`config.mk`:
```
export PLATFORM = sky130hd
export DESIGN_NAME = nci_core
export DESIGN_NICKNAME = d
export VERILOG_FILES = /design/src/core/nci_pkg.sv /design/src/core/nci_core.sv
export VERILOG_INCLUDE_DIRS = /design/src /design/src/core
export SDC_FILE = /design/constraint.sdc
export NUM_CORES = 1
export LEC_CHECK = 0
export ABC_AREA = 1
export ABC_CLOCK_PERIOD_IN_PS = 1880
export BUFFER_PORTS_ARGS = -buffer_cell sky130_fd_sc_hd__buf_2
export CELL_PAD_IN_SITES_DETAIL_PLACEMENT = 2
export CELL_PAD_IN_SITES_GLOBAL_PLACEMENT = 2
export CORE_ASPECT_RATIO = 0.8
export CORE_UTILIZATION = 21
export DETAILED_ROUTE_END_ITERATION = 16
export PLACE_DENSITY = 0.88
export SLEW_MARGIN = 10
export SYNTH_ARGS = -nofsm -noshare
export SYNTH_HDL_FRONTEND = slang
export SYNTH_SLANG_ARGS = --single-unit
```
`constraint.sdc`:
```
create_clock -name clk -period 1.88 [get_ports clk]
set_input_delay 0.188 -clock clk [delete_from_list [all_inputs] [get_ports clk]]
set_output_delay 0.188 -clock clk [all_outputs]
set_load 0.05 [all_outputs]
```
`src/core/nci_regs.svh`:
```
// nci_regs.svh - offsets, fields, reset values and codes of the command block
// assumes: included by bare name from the package only; the core module uses its macros without including it
`ifndef NCI_REGS_SVH
`define NCI_REGS_SVH

// ----------------------------------------
// register map
// ----------------------------------------
`define NCI_CTRL_OFS      6'h00
`define NCI_CTRL_RST      16'h0000
`define NCI_CODE_MSB      6
`define NCI_CODE_LSB      0
`define NCI_KEY_MSB       15
`define NCI_KEY_LSB       8
`define NCI_EXEC_KEY      8'hA5

// ----------------------------------------
// command codes
// ----------------------------------------
`define NCI_C_ROW_WIPE    7'h02
`define NCI_C_PAGE_PROG   7'h04
`define NCI_C_AUX_WIPE    7'h05
`define NCI_C_AUX_PROG    7'h06
`define NCI_C_LOCK_PROG   7'h0F
`define NCI_C_EE_WIPE     7'h1A
`define NCI_C_EE_PROG     7'h1C
`define NCI_C_RGN_LOCK    7'h40
`define NCI_C_RGN_UNLOCK  7'h41
`define NCI_C_PR_SET      7'h42
`define NCI_C_PR_CLR      7'h43
`define NCI_C_PB_CLR      7'h44
`define NCI_C_SEC_SET     7'h45
`define NCI_C_FLUSH       7'h46
`define NCI_C_DR_LOCK     7'h47
`define NCI_C_DR_UNLOCK   7'h48

// value programmed into the first lock-row byte to set security
`define NCI_SEC_BYTE      8'h00

`endif

```
`src/core/nci_pkg.sv`:
```
// nci_pkg.sv - types shared by the command block and its bench
// assumes: nci_regs.svh on the include path
`default_nettype none

package nci_pkg;
    `include "nci_regs.svh"

    // operation handed to the flash array
    typedef enum logic [3:0] {
        NCI_OP_NONE      = 4'h0,
        NCI_OP_ROW_WIPE  = 4'h1,
        NCI_OP_PAGE_PROG = 4'h2,
        NCI_OP_AUX_WIPE  = 4'h3,
        NCI_OP_AUX_PROG  = 4'h4,
        NCI_OP_LOCK_PROG = 4'h5,
        NCI_OP_EE_WIPE   = 4'h6,
        NCI_OP_EE_PROG   = 4'h7,
        NCI_OP_RGN_LOCK  = 4'h8,
        NCI_OP_RGN_UNLK  = 4'h9,
        NCI_OP_PR_SET    = 4'hA,
        NCI_OP_PR_CLR    = 4'hB,
        NCI_OP_PB_CLR    = 4'hC,
        NCI_OP_SEC_SET   = 4'hD,
        NCI_OP_DR_LOCK   = 4'hE,
        NCI_OP_DR_UNLK   = 4'hF
    } nci_op_t;

    // one issued operation: kind, byte address, data byte
    typedef struct packed {
        nci_op_t     kind;
        logic [22:0] byte_addr;
        logic [7:0]  data;
    } nci_req_t;
endpackage : nci_pkg

`default_nettype wire

```
`src/core/nci_core.sv`:
```
// nci_core.sv - command issue logic of the flash controller
// assumes: one clock, registers reached over a byte-lane write/read port,
// address, lock, security and busy state supplied by the neighbouring logic
`default_nettype none

// Summary of operation
// - 8, 16 and 32 bit accesses and each byte lane work independently
// - enable-protect mask bits 0 and 8 make their whole byte lane ignore writes while the module is enabled
// - command runs only when key 0xA5 and 7-bit code arrive together
// - wrong key performs nothing and sets the programming error flag
// - keyed command while previous one unfinished sets programming error
// - system bus access wins; command waits for memory and bus idle
// - key bit 0 reads one until the command reaches the memory
// - address field counts halfwords, not bytes
// - code 0x02 erases the addressed main-array row
// - code 0x04 programs page buffer into addressed main page
// - 0x05 and 0x06 only with security clear and on user row
// - code 0x0F writes lock register into non-volatile lock bits
// - 0x40 locks, 0x41 unlocks region holding the address
// - 0x42 sets, 0x43 clears power reduction mode
// - 0x44 clears the whole page buffer
// - 0x45 sets security by writing 0x00 to first lock byte
// - 0x46 invalidates every read-cache line
// - 0x47/0x48 lock/unlock data region; secure regions need secure access
// - every content-changing command also invalidates the read cache
// - manual write on: page writes only by keyed command
module nci_core #(
    parameter logic [15:0] ENPROT_MASK = 16'h0000,
    parameter logic [21:0] USER_ROW    = 22'h000000,
    parameter int          ROW_HW_BITS = 7
) (
    input  wire logic             clk,
    input  wire logic             rst_n,
    input  wire logic             reg_wr,
    input  wire logic             reg_rd,
    input  wire logic [5:0]       reg_addr,
    input  wire logic [3:0]       reg_be,
    input  wire logic [31:0]      reg_wdata,
    output logic      [31:0]      reg_rdata,
    input  wire logic             module_enabled,
    input  wire logic             sysbus_access,
    input  wire logic             sysbus_busy,
    input  wire logic             mem_busy,
    input  wire logic [21:0]      nvm_addr_hw,
    input  wire logic [7:0]       lock_reg_byte,
    input  wire logic             security_bit,
    input  wire logic             sec_ext_enabled,
    input  wire logic             region_is_secure,
    input  wire logic             access_secure,
    input  wire logic             manual_page_write,
    input  wire logic             pb_last_word_wr,
    input  wire logic             error_clear,
    output logic                  ready,
    output logic                  program_error_flag,
    output logic                  mem_req_valid,
    output nci_pkg::nci_req_t     mem_req,
    output logic                  cache_flush_all
);
    import nci_pkg::*;

    // ----------------------------------------
    // functions
    // ----------------------------------------
    // map a command code onto an array operation
    function automatic nci_op_t code_to_op(input logic [6:0] c);
        nci_op_t o;
        o = NCI_OP_NONE;
        case (c)
            `NCI_C_ROW_WIPE:   o = NCI_OP_ROW_WIPE;
            `NCI_C_PAGE_PROG:  o = NCI_OP_PAGE_PROG;
            `NCI_C_AUX_WIPE:   o = NCI_OP_AUX_WIPE;
            `NCI_C_AUX_PROG:   o = NCI_OP_AUX_PROG;
            `NCI_C_LOCK_PROG:  o = NCI_OP_LOCK_PROG;
            `NCI_C_EE_WIPE:    o = NCI_OP_EE_WIPE;
            `NCI_C_EE_PROG:    o = NCI_OP_EE_PROG;
            `NCI_C_RGN_LOCK:   o = NCI_OP_RGN_LOCK;
            `NCI_C_RGN_UNLOCK: o = NCI_OP_RGN_UNLK;
            `NCI_C_PR_SET:     o = NCI_OP_PR_SET;
            `NCI_C_PR_CLR:     o = NCI_OP_PR_CLR;
            `NCI_C_PB_CLR:     o = NCI_OP_PB_CLR;
            `NCI_C_SEC_SET:    o = NCI_OP_SEC_SET;
            `NCI_C_DR_LOCK:    o = NCI_OP_DR_LOCK;
            `NCI_C_DR_UNLOCK:  o = NCI_OP_DR_UNLK;
            default:           o = NCI_OP_NONE;
        endcase
        return o;
    endfunction

    // true for operations that change array contents
    function automatic logic alters_array(input nci_op_t o);
        logic r;
        r = 1'b0;
        case (o)
            NCI_OP_ROW_WIPE, NCI_OP_PAGE_PROG,
            NCI_OP_AUX_WIPE, NCI_OP_AUX_PROG,
            NCI_OP_LOCK_PROG, NCI_OP_EE_WIPE,
            NCI_OP_EE_PROG, NCI_OP_SEC_SET: r = 1'b1;
            default:                        r = 1'b0;
        endcase
        return r;
    endfunction

    // ----------------------------------------
    // state
    // ----------------------------------------
    typedef enum logic [0:0] {
        NCI_S_IDLE = 1'b0,
        NCI_S_WAIT = 1'b1
    } nci_state_t;

    nci_state_t  state_q;
    nci_state_t  state_d;
    logic [6:0]  code_q;
    logic        perr_q;
    logic        issue_q;
    nci_req_t    req_q;
    logic        flush_q;

    // ----------------------------------------
    // register write decode
    // ----------------------------------------
    wire logic       hit_ctrl;
    wire logic       lane_code;
    wire logic       lane_key;
    wire logic [7:0] key_in;
    wire logic [6:0] code_in;
    wire logic       key_ok;
    wire logic       key_try;
    wire logic       busy;
    wire logic       accept;
    wire logic       reject;

    // each lane of the word is written on its own strobe
    assign hit_ctrl  = reg_addr[5:2] == 4'(`NCI_CTRL_OFS >> 2);
    assign lane_code = reg_wr && hit_ctrl && reg_be[0]
                       && !(module_enabled && ENPROT_MASK[0]);
    assign lane_key  = reg_wr && hit_ctrl && reg_be[1]
                       && !(module_enabled && ENPROT_MASK[8]);
    assign key_in    = reg_wdata[`NCI_KEY_MSB:`NCI_KEY_LSB];
    assign code_in   = reg_wdata[`NCI_CODE_MSB:`NCI_CODE_LSB];

    // key must come with the code in one write
    assign key_ok    = lane_code && key_in == `NCI_EXEC_KEY;
    assign key_try   = lane_key;
    assign busy      = state_q == NCI_S_WAIT || mem_busy;
    assign accept    = key_try && key_ok && !busy;
    assign reject    = key_try && (!key_ok || busy);

    // ----------------------------------------
    // issue decision
    // ----------------------------------------
    wire logic    path_free;
    wire logic    go;
    wire nci_op_t op_raw;
    wire logic    user_row_hit;
    wire logic    aux_op;
    wire logic    aux_ok;
    wire logic    dr_op;
    wire logic    dr_ok;
    wire logic    allowed;
    wire logic    auto_prog;
    wire logic [22:0] addr_bytes;

    // system bus traffic holds the command back
    assign path_free  = !sysbus_access && !sysbus_busy && !mem_busy;
    assign go         = state_q == NCI_S_WAIT && path_free;
    assign op_raw     = code_to_op(code_q);

    // aux commands need security clear and the user row
    assign user_row_hit = (nvm_addr_hw >> ROW_HW_BITS)
                          == (USER_ROW >> ROW_HW_BITS);
    assign aux_op     = op_raw == NCI_OP_AUX_WIPE || op_raw == NCI_OP_AUX_PROG;
    assign aux_ok     = !security_bit && user_row_hit;

    // secure data regions need a secure access
    assign dr_op      = op_raw == NCI_OP_DR_LOCK || op_raw == NCI_OP_DR_UNLK;
    assign dr_ok      = !(sec_ext_enabled && region_is_secure && !access_secure);

    assign allowed    = (!aux_op || aux_ok) && (!dr_op || dr_ok);

    // halfword address becomes a byte address
    assign addr_bytes = {nvm_addr_hw, 1'b0};

    // last-word page write only when manual write is off
    assign auto_prog  = pb_last_word_wr && !manual_page_write
                        && state_q == NCI_S_IDLE && !mem_busy;

    // ----------------------------------------
    // state machine
    // ----------------------------------------
    // a keyed write parks the command until the path is free
    always_comb begin
        state_d = state_q;
        case (state_q)
            NCI_S_IDLE: begin
                if (accept) begin
                    state_d = NCI_S_WAIT;
                end
            end
            NCI_S_WAIT: begin
                if (go) begin
                    state_d = NCI_S_IDLE;
                end
            end
            default: state_d = NCI_S_IDLE;
        endcase
    end

    always_ff @(posedge clk or negedge rst_n) begin
        if (!rst_n) begin
            state_q <= NCI_S_IDLE;
        end else begin
            state_q <= state_d;
        end
    end

    // ----------------------------------------
    // command code field
    // ----------------------------------------
    // code lane stores whenever written; frozen while waiting
    always_ff @(posedge clk or negedge rst_n) begin
        if (!rst_n) begin
            code_q <= 7'(`NCI_CTRL_RST);
        end else if (lane_code && state_q == NCI_S_IDLE) begin
            code_q <= code_in;
        end
    end

    // ----------------------------------------
    // programming error flag
    // ----------------------------------------
    wire logic perr_set;

    assign perr_set = reject || (go && !allowed);

    // set wins over a clear in the same cycle
    always_ff @(posedge clk or negedge rst_n) begin
        if (!rst_n) begin
            perr_q <= 1'b0;
        end else if (perr_set) begin
            perr_q <= 1'b1;
        end else if (error_clear) begin
            perr_q <= 1'b0;
        end
    end

    // ----------------------------------------
    // request to the array
    // ----------------------------------------
    wire logic     do_cmd;
    wire nci_req_t req_d;
    wire nci_op_t  kind_d;

    assign do_cmd = go && allowed && op_raw != NCI_OP_NONE;
    assign kind_d = auto_prog ? NCI_OP_PAGE_PROG : op_raw;
    assign req_d.kind      = kind_d;
    assign req_d.byte_addr = addr_bytes;
    assign req_d.data      = (op_raw == NCI_OP_SEC_SET) ?
                             `NCI_SEC_BYTE : lock_reg_byte;

    // one-cycle request with its payload held in flops
    always_ff @(posedge clk or negedge rst_n) begin
        if (!rst_n) begin
            issue_q <= 1'b0;
            req_q   <= '0;
        end else begin
            issue_q <= do_cmd || auto_prog;
            if (do_cmd || auto_prog) begin
                req_q <= req_d;
            end
        end
    end

    // ----------------------------------------
    // cache invalidate
    // ----------------------------------------
    wire logic flush_d;

    assign flush_d = (go && allowed && code_q == `NCI_C_FLUSH)
                     || (do_cmd && alters_array(op_raw))
                     || auto_prog;

    always_ff @(posedge clk or negedge rst_n) begin
        if (!rst_n) begin
            flush_q <= 1'b0;
        end else begin
            flush_q <= flush_d;
        end
    end

    // ----------------------------------------
    // read path and outputs
    // ----------------------------------------
    wire logic [15:0] ctrl_view;

    // key bit 0 shows a command still waiting
    assign ctrl_view = {7'h00, state_q == NCI_S_WAIT, 1'b0, code_q};

    // upper half and unmapped words read as zero
    assign reg_rdata = (reg_rd && hit_ctrl) ? {16'h0000, ctrl_view} : 32'h0000_0000;

    // ready lets software know a new command may go in
    assign ready              = !busy;
    assign program_error_flag = perr_q;
    assign mem_req_valid      = issue_q;
    assign mem_req            = req_q;
    assign cache_flush_all    = flush_q;

endmodule // nci_core

`default_nettype wire

```
==> key figures <==
Global routing
  • Gr usage total: 13.8%
  • Initial antenna violation count: 0
  • First-pass GRT wire length: 13.9 mm
  • Grt met3 use: 3.84%
  • Aggregate global routing overflow: 0
  • Largest net degree at the start of global routing: 38
  • GRT Max-Usage Layer: met2
  • M1 GR Usage: 15.9%
  • GR Util met2: 25.7%
  • Vias in the first global route: 2910

Yosys
  • Post-Syn Area per Cell: 7.21 sq um
  • Yosys cell types: 21
  • Cells after Synth: 351
  • Most frequent cells after synthesis: 117 x nand2_1, 54 x nor2_1, 45 x dfrtp_1, 45 x nand3_1, 28 x buf_4
  • Post-Syn Area: 2530 sq um
  • Register area share after synthesis: 44.5%
  • Fraction of registers with async set or reset after synthesis: 100%
  • Top-count cell post-synth: nand2_1
  • Yosys warnings: 0
  • Synth area leaders: dfrtp_1 44%, nand2_1 17%, nand3_1 8.9%
  • Prevailing post-synth register cell: dfrtp_1
  • EDFF count, synth: 0
  • Synth area leader: dfrtp_1
  • Synth Register Bits: 45
  • Top-area cell type share of the netlist area: 44.5%

Clock tree
  • Clock buffer count from CTS: 5
  • Root Driver: clkbuf_16
  • Sink Count: 45
  • Clock-pin slew of the registers on the worst-case setup and hold paths: 60 ps
  • Worst-case clock buffer depth: 2
  • Worst-Skew Late Latency: 280 ps
  • Depth of the CTS H-tree: 2
  • CTS tree: yes

Die
  • Starting Density: 21.7%
  • # rows: 35
  • Die Width: 125 microns
  • # IOs: 158
  • Die area: 12500 sq um
  • Die Y: 100 microns
  • Core area: 11600 sq um

Run status
  • Status: finished with violations
  • Failing checks: DRC

STA
  • Setup ws final: 131 ps
  • Worst rel slew slack: 66.0%
  • F_max: 0.572 GHz
  • Hold Fails Final Rpt: 0
  • Final Slew Violations: 0
  • Clk_skew: 2.62 ps
  • Setup TNS: 0 ps
  • Hold_ws: 97.1 ps
  • Fin crit share: 93.0%
  • Worst-margin pin slew: 510 ps
  • Final Critical Period: 1750 ps
  • Setup violators final: 0

Run
  • Max-Cap Viols: 0

Detailed routing
  • Final ANT Viol Nets: 0
  • DR pass1 iterations: 10
  • Vias post-DR: 2657
  • Vias per cell: 4.29
  • DR WL/cell: 13.9 microns
  • Residual DRC count: 8
  • DRT iter0 DRCs: 52
  • Routed WL: 8.61 mm

Layout
  • Area Overhead vs Synth: 34.8%
  • Fillers: 1391
  • Fraction of layout cells with a size suffix above 1: 31.6%
  • Area of the multi-input gates: 1160 sq um
  • Core Util, Final: 29.3%
  • Nets: 557
  • Area taken by flip-flops and latches: 1130 sq um
  • Ant diodes: 0
  • Final Non-Filler Cells: 619

Power
  • VDD IR-drop max: 0.498 mV
  • Static Leakage: 0.00202 uW
  • Pwr/cell area: 1090 nW/um^2

Placed design
  • Post-Place Cells: 603
  • Post-DP HPWL: 6.72 mm
  • Port bufs: 110
  • Routability congestion estimate: 0.798
  • Post-Place Setup Slack: -53.5 ps

Critical path
  • R2R Path Start: code_q[1]$_DFFE_PN0P_
  • CP endpoint kind: register
  • Critical Path RT: 2050 ps
  • Worst EP arrival: 1920 ps
  • Worst-case reg-to-reg path depth: 11
  • Reg2reg end: mem_req[15]$_DFFE_PN0P_
  • Startpoint Class: register
  • R2R setup slack: 130 ps
  • Critical path class: reg2reg
  • CP max FO: 32

Hold path
  • Hold Path Class: in2reg
  • Min-delay src: nvm_addr_hw[0]
  • Hold endpoint: mem_req[9]$_DFFE_PN0P_
  • Hold path cells: 3
==> power breakdown <==
part | leakage, uW | internal [uW] | switching, uW | total (uW)
Clock | 0.0000706 | 489 | 372 | 861
Sequential | 0.000553 | 1180 | 145 | 1330
Combinational | 0.00140 | 356 | 1170 | 1530
Total | 0.00202 | 2030 | 1690 | 3720
==> cell families after synthesis <==
group	Yosys count	share of synthesized area [%]
AND/OR/NAND/NOR	234	39.3
buffers and inverters	62	14.2
flip-flops	45	44.5
AO/OA/AOI/OAI	9	1.88
other	1	0.148
==> per-layer routing <==
layer / part of all wire [%] / routed length, microns
met1: 43 / 3680
met5: 0 / 0
met2: 52 / 4460
met4: 0.34 / 29
met3: 5.2 / 446
==> cells in the final DEF, fill, tap and decap left out <==
master / netlist / routed
nand2_4: 2 / 1
nor2_1: 54 / 53
inv_1: 24 / 20
clkinv_2: 0 / 2
nand2_1: 117 / 116
o211ai_1: 1 / 1
nor3_1: 2 / 2
nor2_4: 0 / 3
nand2_2: 3 / 4
clkbuf_1: 4 / 1
a21oi_1: 7 / 7
buf_2: 0 / 110
buf_12: 0 / 3
buf_4: 28 / 8
nor3b_1: 1 / 1
nand3b_1: 2 / 2
clkbuf_16: 0 / 5
nand3_2: 1 / 1
nor2_2: 3 / 1
nand2_8: 0 / 1
conb_1: 1 / 25
dfrtp_2: 0 / 2
dfrtp_1: 45 / 43
o21ai_0: 1 / 1
nand3_1: 45 / 45
buf_8: 0 / 1
nand4_1: 4 / 4
dlygate4sd3_1: 0 / 1
inv_2: 3 / 7
==> repair_timing <==
item	in CTS	in global routing
buffers inserted	0	7
pin swaps	0	2
endpoints found under the hold margin	18	0
endpoints found under the setup margin	31	35
resized for setup	1	13
hold buffers	1	0
==> worst max-delay path: stages (launching register included) <==
cell and delay [ps]:
dfrtp_2 470, inv_2 80, nand2_1 110, nor2_1 70
nand2_2 80, nand2_1 80, nor2_2 150, nand3_2 100
nand2_4 130, nand2_8 170, nand2_1 120, nand2_1 70
==> stage by stage <==
stage	power, uW	instance area, sq um
2_1_floorplan	2450	2620
3_3_place_gp	2780	3170
3_5_place_dp	2840	3170
4_1_cts	3730	3330
5_1_grt	3940	3410
6_report	3720	3410
==> worst max path at each step <==
stage | startpoint | end | depth (start not counted)
2_1_floorplan | state_q$_DFF_PN0_ | mem_req[0]$_DFFE_PN0P_ | 7
3_3_place_gp | code_q[0]$_DFFE_PN0P_ | mem_req[3]$_DFFE_PN0P_ | 12
3_5_place_dp | code_q[0]$_DFFE_PN0P_ | mem_req[15]$_DFFE_PN0P_ | 12
4_1_cts | code_q[0]$_DFFE_PN0P_ | mem_req[31]$_DFFE_PN0P_ | 13
5_1_grt | code_q[4]$_DFFE_PN0P_ | mem_req[33]$_DFFE_PN0P_ | 11
6_report | code_q[1]$_DFFE_PN0P_ | mem_req[15]$_DFFE_PN0P_ | 11
==> final cells by class <==
cell class / count / area share [%]
Multi-Input combinational cell: 268 / 34.1
Sequential cell: 45 / 33.1
Timing Repair Buffer: 123 / 20.4
Tap cell: 148 / 5.42
Clock buffer: 6 / 3.77
Inverter: 27 / 2.97
Clock inverter: 2 / 0.293
==> state kept, by name, summed over array words and instances, names as in the netlist <==
signal              count
cache_flush_all         1
code_q                  7
mem_req                34
mem_req_valid           1
program_error_flag      1
state_q                 1
Note: power is estimated with default switching activity, not from simulation.
